$ cat src/cnt_dma_pkg.sv
// Package for the counter mode and transfer logic: offsets, fields, types.
// Assumes a classic Wishbone slave with 32-bit data, one register per word.
package cnt_dma_pkg;

    // Register byte addresses.
    localparam logic [11:0] ADDR_COUNT_MODE = 12'h0B0;
    localparam logic [11:0] ADDR_TRANSFER = 12'h0B8;
    localparam logic [11:0] ADDR_SAVE_HW = 12'h0C0;
    localparam logic [11:0] ADDR_SAVE_SW = 12'h0C4;
    localparam logic [11:0] ADDR_LOAD_A = 12'h0C8;
    localparam logic [11:0] ADDR_LOAD_B = 12'h0CC;
    localparam logic [11:0] ADDR_COUNT = 12'h0D0;
    localparam logic [11:0] ADDR_BANK_CTRL = 12'h0D4;

    // Counting mode register fields.
    localparam int BIT_SYNC_RISE = 13;
    localparam int BIT_DIV8 = 12;
    localparam int BIT_PHASE_LO = 5;
    localparam int BIT_INDEX_EN = 4;
    localparam int BIT_MODE_LO = 0;

    // Transfer config fields.
    localparam int BIT_RAISE_IRQ = 2;
    localparam int BIT_DIRECTION = 1;
    localparam int BIT_STREAM_EN = 0;

    // Transfer status fields.
    localparam int BIT_PENDING = 15;
    localparam int BIT_ERROR = 14;
    localparam int BIT_HEAD = 13;

    // Bank control fields.
    localparam int BIT_INACTIVE_WR = 7;
    localparam int BIT_HALF_SEL = 9;

    localparam logic [2:0] PRESCALE_LAST = 3'h7;
    localparam logic [15:0] CFG_RESET = 16'h0000;
    localparam logic [31:0] WORD_RESET = 32'h0000_0000;

    typedef enum logic [2:0] {
        MODE_NORMAL = 3'b000,
        MODE_QUAD_X1 = 3'b001,
        MODE_QUAD_X2 = 3'b010,
        MODE_QUAD_X4 = 3'b011,
        MODE_TWO_PULSE = 3'b100,
        MODE_SYNC_SRC = 3'b110
    } count_mode_t;

    // Encoder inputs travel together.
    typedef struct packed {
        logic a;
        logic b;
        logic z;
    } enc_t;

    // Whole state of the block.
    typedef struct packed {
        logic [15:0] mode_cfg;
        logic [15:0] xfer_cfg;
        logic [15:0] bank_cfg;
        logic [31:0] count;
        logic [31:0] save_hw;
        logic [31:0] save_sw;
        logic [31:0] load_a;
        logic [31:0] load_b;
        // Extra stage used only by the rising-source option.
        enc_t enc_x;
        enc_t enc_s;
        enc_t enc_p;
        logic gate_p;
        logic [2:0] div_cnt;
        logic fall_tick;
        logic [1:0] fifo_cnt;
        logic fifo_wr_sel;
        logic head;
        logic pending;
        logic error;
        logic overflow_armed;
        logic first_wr_done;
        logic ack;
        logic [31:0] rdata;
    } state_t;

endpackage

$ cat src/cnt_dma.sv
// Counter mode and transfer logic: extended counting modes and a request
// interface that streams save data out or refills load registers.
// Assumes a classic Wishbone master and an outside transfer controller.
//
// Our own choice: the Wishbone register port.

`timescale 1ns/1ns

module cnt_dma (
    input wire logic clk_i,
    input wire logic rst_i,
    input wire logic cyc_i,
    input wire logic stb_i,
    input wire logic we_i,
    input wire logic [11:0] adr_i,
    input wire logic [3:0] sel_i,
    input wire logic [31:0] dat_i,
    output logic [31:0] dat_o,
    output logic ack_o,
    input wire cnt_dma_pkg::enc_t enc_i,
    input wire logic timebase_sel_i,
    input wire logic gate_i,
    input wire logic bank_switch_i,
    input wire logic xfer_ack_i,
    output logic xfer_req_o,
    output logic irq_o,
    output logic [31:0] count_o
);

    cnt_dma_pkg::state_t s_q;
    cnt_dma_pkg::state_t s_d;

    ////////////////////////////////////////////////////////////////////////
    // Helpers.

    // Merge a write word into a register under the byte enables.
    function automatic logic [31:0] merge(input logic [31:0] old, input logic [31:0] val,
                                          input logic [3:0] be);
        logic [31:0] r;
        r = old;
        for (int i = 0; i < 4; i++) begin
            if (be[i]) begin
                r[8*i +: 8] = val[8*i +: 8];
            end
        end
        return r;
    endfunction

    // True when the access touches the half chosen by the half-select bit.
    function automatic logic hits_half(input logic [3:0] be, input logic hi);
        return hi ? (be[3] | be[2]) : (be[1] | be[0]);
    endfunction

    ////////////////////////////////////////////////////////////////////////
    // Decoded fields and events.

    logic req_now;
    logic acc_read;
    logic acc_write;
    logic [2:0] mode;
    logic [1:0] phase;
    logic index_en;
    logic stream_en;
    logic dir_write;
    logic a_rise;
    logic a_fall;
    logic b_rise;
    logic b_fall;
    logic src_edge;
    logic count_tick;
    logic up;
    logic step;
    logic reload;
    logic phase_hit;
    logic gate_edge;

    // Field decode; encoder edges on the synchronised copies, the gate edge on the raw gate input.
    always_comb begin
        req_now = cyc_i & stb_i & ~s_q.ack;
        acc_read = req_now & ~we_i;
        // Writes land at the edge where the master samples ack high, so the
        // register and the master's view of the cycle change together.
        acc_write = cyc_i & stb_i & we_i & s_q.ack;
        mode = s_q.mode_cfg[cnt_dma_pkg::BIT_MODE_LO +: 3];
        phase = s_q.mode_cfg[cnt_dma_pkg::BIT_PHASE_LO +: 2];
        index_en = s_q.mode_cfg[cnt_dma_pkg::BIT_INDEX_EN];
        stream_en = s_q.xfer_cfg[cnt_dma_pkg::BIT_STREAM_EN];
        dir_write = s_q.xfer_cfg[cnt_dma_pkg::BIT_DIRECTION];
        a_rise = s_q.enc_s.a & ~s_q.enc_p.a;
        a_fall = ~s_q.enc_s.a & s_q.enc_p.a;
        b_rise = s_q.enc_s.b & ~s_q.enc_p.b;
        b_fall = ~s_q.enc_s.b & s_q.enc_p.b;
        gate_edge = gate_i & ~s_q.gate_p;
        // Phase encoding: bit 1 is A, bit 0 is B.
        phase_hit = ({s_q.enc_s.a, s_q.enc_s.b} == phase);
        // Source edge seen by normal counting; the prescaler passes one in eight.
        src_edge = a_rise;
        if (s_q.mode_cfg[cnt_dma_pkg::BIT_DIV8]) begin
            src_edge = a_rise & (s_q.div_cnt == cnt_dma_pkg::PRESCALE_LAST);
        end
    end

    // Counting step and direction per mode.
    always_comb begin
        step = 1'b0;
        up = 1'b1;
        reload = 1'b0;
        case (mode)
            cnt_dma_pkg::MODE_NORMAL: begin
                step = src_edge;
            end
            cnt_dma_pkg::MODE_QUAD_X1: begin
                // One count per full cycle: A rising with B low counts up.
                step = (a_rise & ~s_q.enc_s.b) | (a_fall & ~s_q.enc_s.b);
                up = a_rise;
                reload = index_en & phase_hit & s_q.enc_s.z;
            end
            cnt_dma_pkg::MODE_QUAD_X2: begin
                step = a_rise | a_fall;
                up = a_rise ^ s_q.enc_s.b;
                reload = index_en & phase_hit & s_q.enc_s.z;
            end
            cnt_dma_pkg::MODE_QUAD_X4: begin
                step = a_rise | a_fall | b_rise | b_fall;
                up = (a_rise | a_fall) ? (s_q.enc_s.a ^ s_q.enc_s.b)
                                       : ~(s_q.enc_s.a ^ s_q.enc_s.b);
                reload = index_en & phase_hit & s_q.enc_s.z;
            end
            cnt_dma_pkg::MODE_TWO_PULSE: begin
                step = a_rise ^ b_rise;
                up = a_rise;
                reload = index_en & s_q.enc_s.z;
            end
            cnt_dma_pkg::MODE_SYNC_SRC: begin
                // The fast clock runs freely; the source only enables counts.
                // With index set the edge detector is bypassed: level enables.
                step = index_en ? s_q.enc_s.a : a_rise;
            end
            default: begin
                step = 1'b0;
            end
        endcase
    end

    assign count_tick = step;

    ////////////////////////////////////////////////////////////////////////
    // Next-state logic.

    always_comb begin
        logic last_write;
        logic inactive;
        logic hi;
        logic err_set;
        last_write = 1'b0;
        // Set when an error event occurs this cycle; it outranks a clear.
        err_set = 1'b0;
        s_d = s_q;
        inactive = s_q.bank_cfg[cnt_dma_pkg::BIT_INACTIVE_WR];
        hi = s_q.bank_cfg[cnt_dma_pkg::BIT_HALF_SEL];

        // Input sampling: the timebase select is only registered into fall_tick,
        // which qualifies no sampling; rising-source sync adds one more stage.
        s_d.fall_tick = timebase_sel_i;
        // The previous copy always trails the synchronised one, so edges are
        // seen in the right sense whichever path feeds the synchronised copy.
        s_d.enc_x = enc_i;
        s_d.enc_p = s_q.enc_s;
        if (s_q.mode_cfg[cnt_dma_pkg::BIT_SYNC_RISE]) begin
            s_d.enc_s = s_q.enc_x;
        end else begin
            s_d.enc_s = enc_i;
        end
        s_d.gate_p = gate_i;

        // Prescaler advances on each rising source edge.
        if (a_rise) begin
            s_d.div_cnt = s_q.div_cnt + 3'h1;
        end

        // Counter update; the index reload wins over a count.
        if (reload) begin
            s_d.count = s_q.load_a;
        end else if (count_tick) begin
            s_d.count = up ? s_q.count + 32'h1 : s_q.count - 32'h1;
        end

        // Read streaming: gate edges store into the two-deep FIFO.
        if (stream_en && !dir_write && gate_edge) begin
            if (s_q.fifo_cnt == 2'h2) begin
                s_d.overflow_armed = 1'b1;
            end else begin
                if (s_q.fifo_wr_sel) begin
                    s_d.save_sw = s_q.count;
                end else begin
                    s_d.save_hw = s_q.count;
                end
                s_d.fifo_wr_sel = ~s_q.fifo_wr_sel;
                s_d.fifo_cnt = s_q.fifo_cnt + 2'h1;
            end
        end

        // Register bus.
        s_d.ack = req_now;
        if (acc_write) begin
            case (adr_i)
                cnt_dma_pkg::ADDR_COUNT_MODE: begin
                    s_d.mode_cfg = 16'(merge({16'h0, s_q.mode_cfg}, dat_i, sel_i));
                end
                cnt_dma_pkg::ADDR_TRANSFER: begin
                    s_d.xfer_cfg = 16'(merge({16'h0, s_q.xfer_cfg}, dat_i, sel_i));
                end
                cnt_dma_pkg::ADDR_BANK_CTRL: begin
                    s_d.bank_cfg = 16'(merge({16'h0, s_q.bank_cfg}, dat_i, sel_i));
                end
                cnt_dma_pkg::ADDR_LOAD_A: begin
                    if (stream_en && dir_write && inactive && s_q.pending && !s_q.first_wr_done) begin
                        s_d.load_b = merge(s_q.load_b, dat_i, sel_i);
                        s_d.first_wr_done = 1'b1;
                    end else begin
                        s_d.load_a = merge(s_q.load_a, dat_i, sel_i);
                        last_write = inactive & s_q.first_wr_done;
                    end
                end
                cnt_dma_pkg::ADDR_LOAD_B: begin
                    s_d.load_b = merge(s_q.load_b, dat_i, sel_i);
                    if (inactive) begin
                        s_d.first_wr_done = 1'b1;
                    end else begin
                        last_write = hits_half(sel_i, hi);
                    end
                end
                default: begin
                end
            endcase
        end

        // Register reads by address; an acknowledge reads the FIFO head instead.
        s_d.rdata = cnt_dma_pkg::WORD_RESET;
        if (acc_read) begin
            case (adr_i)
                cnt_dma_pkg::ADDR_COUNT_MODE: s_d.rdata = {16'h0, s_q.mode_cfg};
                cnt_dma_pkg::ADDR_TRANSFER: begin
                    s_d.rdata[cnt_dma_pkg::BIT_PENDING] = s_q.pending;
                    s_d.rdata[cnt_dma_pkg::BIT_ERROR] = s_q.error;
                    s_d.rdata[cnt_dma_pkg::BIT_HEAD] = s_q.head;
                end
                cnt_dma_pkg::ADDR_SAVE_HW: s_d.rdata = s_q.save_hw;
                cnt_dma_pkg::ADDR_SAVE_SW: s_d.rdata = s_q.save_sw;
                cnt_dma_pkg::ADDR_LOAD_A: s_d.rdata = s_q.load_a;
                cnt_dma_pkg::ADDR_LOAD_B: s_d.rdata = s_q.load_b;
                cnt_dma_pkg::ADDR_COUNT: s_d.rdata = s_q.count;
                cnt_dma_pkg::ADDR_BANK_CTRL: s_d.rdata = {16'h0, s_q.bank_cfg};
                default: s_d.rdata = cnt_dma_pkg::WORD_RESET;
            endcase
            if (xfer_ack_i && stream_en && !dir_write) begin
                s_d.rdata = s_q.head ? s_q.save_sw : s_q.save_hw;
            end
            // A read of the head register pops it, by acknowledge or by address.
            if ((xfer_ack_i || adr_i == (s_q.head ? cnt_dma_pkg::ADDR_SAVE_SW
                                                  : cnt_dma_pkg::ADDR_SAVE_HW))
                && stream_en && !dir_write && s_q.fifo_cnt != 2'h0) begin
                s_d.head = ~s_q.head;
                s_d.fifo_cnt = s_d.fifo_cnt - 2'h1;
                if (s_q.overflow_armed) begin
                    s_d.error = 1'b1;
                    err_set = 1'b1;
                    s_d.overflow_armed = 1'b0;
                end
            end
        end

        // Request: read side follows FIFO contents, write side the bank switch.
        if (stream_en && !dir_write) begin
            s_d.pending = (s_d.fifo_cnt != 2'h0);
        end else if (stream_en && dir_write) begin
            if (last_write) begin
                s_d.pending = 1'b0;
                s_d.first_wr_done = 1'b0;
            end
            if (bank_switch_i) begin
                if (s_q.pending) begin
                    s_d.error = 1'b1;
                    err_set = 1'b1;
                end
                s_d.pending = 1'b1;
                s_d.first_wr_done = 1'b0;
            end
        end else begin
            s_d.pending = 1'b0;
        end

        // Writing the config register clears the error and restarts the FIFO.
        if (acc_write && adr_i == cnt_dma_pkg::ADDR_TRANSFER) begin
            s_d.error = err_set;
            s_d.fifo_cnt = 2'h0;
            s_d.head = 1'b0;
            s_d.fifo_wr_sel = 1'b0;
            s_d.pending = 1'b0;
            s_d.overflow_armed = 1'b0;
        end
    end

    ////////////////////////////////////////////////////////////////////////
    // State register.

    always_ff @(posedge clk_i) begin
        if (rst_i) begin
            s_q <= '0;
        end else begin
            s_q <= s_d;
        end
    end

    // Outputs; the request is a registered level.
    assign dat_o = s_q.rdata;
    assign ack_o = s_q.ack;
    assign xfer_req_o = s_q.pending;
    assign irq_o = s_q.pending & s_q.xfer_cfg[cnt_dma_pkg::BIT_RAISE_IRQ];
    assign count_o = s_q.count;

endmodule

$ cat config.mk
export PLATFORM = sky130hd
export DESIGN_NAME = cnt_dma
export DESIGN_NICKNAME = d
export VERILOG_FILES = /design/src/cnt_dma_pkg.sv /design/src/cnt_dma.sv
export SDC_FILE = /design/constraint.sdc
export NUM_CORES = 1
export LEC_CHECK = 0
export BUFFER_PORTS_ARGS = -buffer_cell sky130_fd_sc_hd__buf_4
export CORE_MARGIN = 2
export CORE_UTILIZATION = 40
export CTS_BUF_LIST = sky130_fd_sc_hd__clkbuf_4
export DETAILED_ROUTE_END_ITERATION = 16
export PLACE_DENSITY = 0.55
export RECOVER_POWER = 25
export SLEW_MARGIN = 20
export SYNTH_ARGS = -nofsm -noshare
export SYNTH_HDL_FRONTEND = slang
export SYNTH_SLANG_ARGS = --single-unit
$ cat constraint.sdc
create_clock -name clk_i -period 7.5 [get_ports clk_i]
set_input_delay 0.375 -clock clk_i [delete_from_list [all_inputs] [get_ports clk_i]]
set_output_delay 0.375 -clock clk_i [all_outputs]
set_load 0.01 [all_outputs]
After elaboration in Yosys (flattened, before gate mapping):

Index checks and enable logic that the tools add are counted.

* flip-flop bits (word level): 248
* logic and storage cells: 193
* bits of input ports: 60
* output and inout port bits: 67

* bitwise logic cells: 40
* add/subtract/negate cells: 5
* reductions and logical operators: 38
* eq/ne operators: 19
* mux-type cells: 59

Operator list (number)
* 32-bit 2-to-1 mux: 6
* 12-bit by 8-bit equality test with 1-bit output (second input constant): 8
* 13-bit case mux with 7 select lines: 1
* 16-bit case mux with 5 select lines: 1
* 32-bit case mux with 2 select lines: 1
* 32-bit by 1-bit adder with 32-bit output (second input constant): 1
* 8-bit 2-to-1 mux: 4
* 32-bit by 1-bit subtractor with 32-bit output (second input constant): 1
* 1-bit 2-to-1 mux: 29
* 3-bit case mux with 8 select lines: 1
* 3-bit AND reduction: 8
* 1-bit bitwise AND: 18
* 4-bit AND reduction: 4
* 2-bit 2-to-1 mux: 7
* 1-bit NOT: 13
* 12-bit by 8-bit equality test with 1-bit output: 1
* 1-bit logical AND: 12
* 3-bit 2-to-1 mux: 4
* 3-bit equality test (second input constant): 3
* 2-bit nonzero test: 4
* 3-bit by 2-bit equality test with 1-bit output (second input constant): 2
* 1-bit bitwise OR: 6
* 1-bit case mux with 2 select lines: 3
* 1-bit case mux with 6 select lines: 1
* other kinds (16): 22

Depth between registers and ports, before layout:

* depth after elaboration: 13
* gate-level depth with buffers: 17
* gate-level depth less buffers: 15

Least setup slack after synthesis:

No wires, ideal clock.

* path kind: flip-flop to flip-flop
* start point: reg s_q, in the netlist mode[0]
* end point: reg s_q, in the netlist count_o[31]
* clock period less this slack: 5.214 ns
* arrival: 5.126 ns
* setup time: 0.088 ns
* required time: 7.412 ns
* path buffers: 2
* stages on the path, launching flop included: 15
* slack: 2.286 ns
* path through: dfxtp_1 > buf_2 > nor2_1 > nand2_1 > o21ai_0 > ha_1 > buf_2 > a21oi_1 > o21ai_0 > or3b_2 > o22ai_1 > a211oi_2 > o211ai_1 > mux2_2 > o32ai_2

* word-level cells in the longest chain between the ends: 6
* elaborated cells between the ends (all ways): 15
* classes of those cells: eq/ne: 5; mux: 6; reduce/logical: 4

RTL lines
* start, declared: RTL line cnt_dma.sv:30 `cnt_dma_pkg::state_t s_q;`
* start signal, assigned: RTL line cnt_dma.sv:309 `s_q <= '0;`
* start signal, assigned: RTL line cnt_dma.sv:311 `s_q <= s_d;`
* 3-bit equality test / 3-bit by 1-bit equality test with 1-bit output (equally long branches): RTL line cnt_dma.sv:108 `case (mode)`
* 2-bit OR reduction (no source line)
* 1-bit case mux with 3 select lines: RTL line cnt_dma.sv:108
* 32-bit 2-to-1 mux: RTL line cnt_dma.sv:185 `s_d.count = up ? s_q.count + 32'h1 : s_q.count - 32'h1;`
* 32-bit 2-to-1 mux: RTL line cnt_dma.sv:184 `end else if (count_tick) begin`
* 32-bit 2-to-1 mux: RTL line cnt_dma.sv:182 `if (reload) begin`

Parallel ways exist; a longest one is shown, timed or not. The select of a mux whose other input is x is not followed.
A chain may end at the register's enable or synchronous reset.

Worst setup path after layout:

* start point: reg s_q, in the netlist s_d[48]
* end point: reg s_q, in the netlist count_o[31]

* elaborated cells between the ends (all ways): 27
* classes of those cells: eq/ne: 1; mux: 9; bitwise: 16; reduce/logical: 1

RTL lines
* 1-bit bitwise AND *: RTL line cnt_dma.sv:89 `a_rise = s_q.enc_s.a & ~s_q.enc_p.a;`
* net a_rise: RTL line cnt_dma.sv:65 `logic a_rise;`
* 1-bit bitwise OR: RTL line cnt_dma.sv:119, cnt_dma.sv:124, cnt_dma.sv:125
* 1-bit 2-to-1 mux: RTL line cnt_dma.sv:125 `up = (a_rise | a_fall) ? (s_q.enc_s.a ^ s_q.enc_s.b)`
* 1-bit case mux with 3 select lines: RTL line cnt_dma.sv:108
* 32-bit 2-to-1 mux: RTL line cnt_dma.sv:185
* 32-bit 2-to-1 mux: RTL line cnt_dma.sv:184
* 32-bit 2-to-1 mux: RTL line cnt_dma.sv:182

The timed path passes the listed nets; every way through them passes the cells marked *. The select of a mux whose other input is x is not followed.

==> metrics <==
length in cells of the worst reg-to-reg path=15; mux cell area share after synthesis=8.58%; Syn Area/Cell=8.02 sq um; Hold Startpoint=stb_i; fillcell total=3,432; Post-CTS Setup Bufs=0; CTS buffer count=73; YS warnings=0; Post-Synthesis Cells=1,674; fmax=0.228 GHz; clk buf depth=3; first-pass GRT wire length=70,200 microns; initial DRC count=1,297; sequential share of the synthesized area=37.0%; Mapped Nets=1,773; sequential cell area=4970 sq um; clock slew at reported path FFs=0.06 ns; crit path time final=4.39 ns; DIE WIDTH=187 microns; relative slew slack=-96.6%; crit-path max cell delay=0.61 ns; post-route ant nets=0; Comb pwr share=5.2%; WL met1=21,500 microns; Final Max Slew Viols=40; GP Congestion=0.869; capturing point of the worst reg2reg path=count_o[31]; GRT Total Usage=25.7%; Worst Hold Endpoint=ack_o; crit path cell chain=ha_1, xor2_1, or3_1, a21o_1, o21ai_2, buf_4, ha_1, a21o_1, a31oi_1, a21oi_1, o21ai_0, a211oi_2, o211ai_1, mux2_2, o32ai_2; Final #Nets=1,860; peak supply drop=88.0 uV; root buf cell=clkbuf_4; simple-gate share of the synthesized area=20.5%; Main synth FF type=dfxtp_1; Via density=5.61; Post-Place Cells=2,097; met3 WL post-DR=3650 microns; gr ovfl total=0; outcome=finished with violations; FFs w/ async S/R, synth=0%; vias in the first global route=11,935; Net Switching=0.000705 W; worst path buffer plus inverter count=1; core area=33,300 sq um; final hold vios=0; Non-Filler Instances=2,258; synth cell count leaders=nand2_1 (348), dfxtp_1 (248), a21oi_1 (201); largest area contributor in the netlist=dfxtp_1; sequential power share=47.2%; Die Span Y=187 microns; skew final=0.0460 ns; multi-input combinational cell area=7500 sq um; top-count cell post-synth=nand2_1; met2 routed WL=19,800 microns; share of layout cells above drive strength 1=14.3%; hold path depth=3; TritonCTS clock tree=built; die area=35,000 sq um; Slowest-stage cell, CP=o21ai_0; highest routed layer=met4; largest family of logic cells by synthesized area=compound AO/OA/AOI/OAI gates; unrepaired setup endpoints after global routing=no; initial antenna violation count=2; CP endpoint kind=register; Synth Area in XOR/XNOR=1.99%; total number of vias=12,674; Synth cell types=76; area fraction in compound gates after synthesis=20.9%; Post-synth EDFFs=0; failing checks=capacitance limit, slew limit; Initial Util=40.3%; share of the synthesized area in the top cell type=37.0%; post-synthesis register bit count=248; max-cap viol count=1; detailed placement HPWL=30,000 microns; Port Buffers=125; largest net degree at the start of global routing=85; Final Cycle Share=58.5%; Setup TNS=0 ns; DR pass1 iterations=8; DRC=0; crit path kind=reg2reg; adder-cell share of the synthesized area=3.69%; Cell Area, Synth=13,400 sq um; crit path max fanout=34; FF-to-FF Start=s_d[48]; Worst Tran Pin Value=2.95 ns; post-CTS resize count=0; Leak=5.41 nW; htree depth=3; WP data arrival=5.05 ns; I/O pins=127; Clock Latency Late Sink=0.76 ns; FP Rows=67; Synth area leaders=dfxtp_1 (37%), nand2_1 (9.7%), a21oi_1 (7.5%), mux2i_1 (5.8%), nor2_1 (3.8%); Worst EP required=8.16 ns; critical path's top delay family=compound AO/OA/AOI/OAI gates; sw frac=24.9%; final setup violation count=0; CTS Sinks=248; Avg WL per Cell=20.3 microns; total wire length=45,800 microns; Clk pwr share=47.7%; startpoint types=register; FF-to-FF setup slack=3.11 ns; Area Growth Syn to Fin=13.5%; Power Internal=0.00212 W; PwrDens=186 nW/um^2; Min-Delay Path Class=in2reg
## through the flow
step	util (%)	setup WS (ns)	hold slack (ns)	cell area, sq um	power (W)
floorplan	-	2.29	0.428	13400	0.00143
global placement	42.6	3.15	0.439	14200	0.00150
detailed placement	42.6	3.13	0.443	14200	0.00150
CTS	46.6	3.13	0.0282	15500	0.00286
global route	45.8	2.73	0.0624	15200	0.00294
finish	45.8	3.11	0.0816	15200	0.00283
## worst max path at each step
stage,start,cells past startpoint,endpoint
6_report,s_d[48],15,count_o[31]
5_1_grt,s_d[48],15,count_o[31]
4_1_cts,s_d[48],15,count_o[31]
3_5_place_dp,s_d[48],15,count_o[31]
3_3_place_gp,s_d[48],15,count_o[31]
2_1_floorplan,mode[0],14,count_o[31]
## layout make-up
| cell class | count | share of cell area [%] |
|---|---|---|
| Multi-Input combinational cell | 1239 | 49.2 |
| Sequential cell | 248 | 32.6 |
| Timing Repair Buffer | 182 | 7.92 |
| Clock buffer | 112 | 5.52 |
| Tap cell | 448 | 3.68 |
| Clock inverter | 10 | 0.632 |
| Inverter | 17 | 0.419 |
| Antenna cell | 2 | 0.0328 |
## state kept, by name, indices dropped and copies added, names as in the netlist
| name | cells |
|---|---|
| mode | 3 |
| phase | 2 |
| ack_o | 1 |
| s_d | 3 |
| dat_o | 32 |
| xfer_req_o | 1 |
| index_en | 1 |
| count_o | 32 |
| s_q | 172 |
| dir_write | 1 |
## placed cells by master, fill, tap and decap left out, drive strengths merged, types with 15 or more instances in the layout
cell,n
a211oi,39
a21o,18
a21oi,202
a221oi,17
a222oi,17
a22oi,26
buf,76
clkbuf,181
dfxtp,248
dlygate4sd3,37
ha,38
inv,18
mux2,31
mux2i,78
nand2,349
nand3,21
nor2,136
nor3,18
o21a,15
o21ai,43
## tightest hold or removal path: cells and delay by family
family / cells / cell delay [ns]
buffers and inverters: 1 / 0.11
and+or+nand+nor: 2 / 0.26
## logic make-up after synthesis
group                      Yosys count
AOI/OAI and AO/OA                  442
xor gates and xnor gates            29
adders and majority gates           39
buffers and inverters              187
DFF                                248
muxes                              110
and+or+nand+nor                    619
## power groups by stage
stage               registers (W)  logic [W]  clock network (W)
floorplan                 0.00136  0.0000741                  0
global placement          0.00136   0.000131                  0
detailed placement        0.00136   0.000132                  0
CTS                       0.00133   0.000147            0.00138
global route              0.00133   0.000157            0.00145
finish                    0.00133   0.000146            0.00135
## layer usage
layer	vias to the layer above	track usage, %
met2	489	39.5
li1	6076	-
met3	67	5.16
met4	0	8.03
met5	-	0
met1	6042	36.1
## repair_timing
item                                   4_1_cts  5_1_grt
endpoints found under the hold margin      108        0
setup endpoints to repair                    0        0
hold buffers                                37        0
Note: power is estimated with default switching activity, not from simulation.
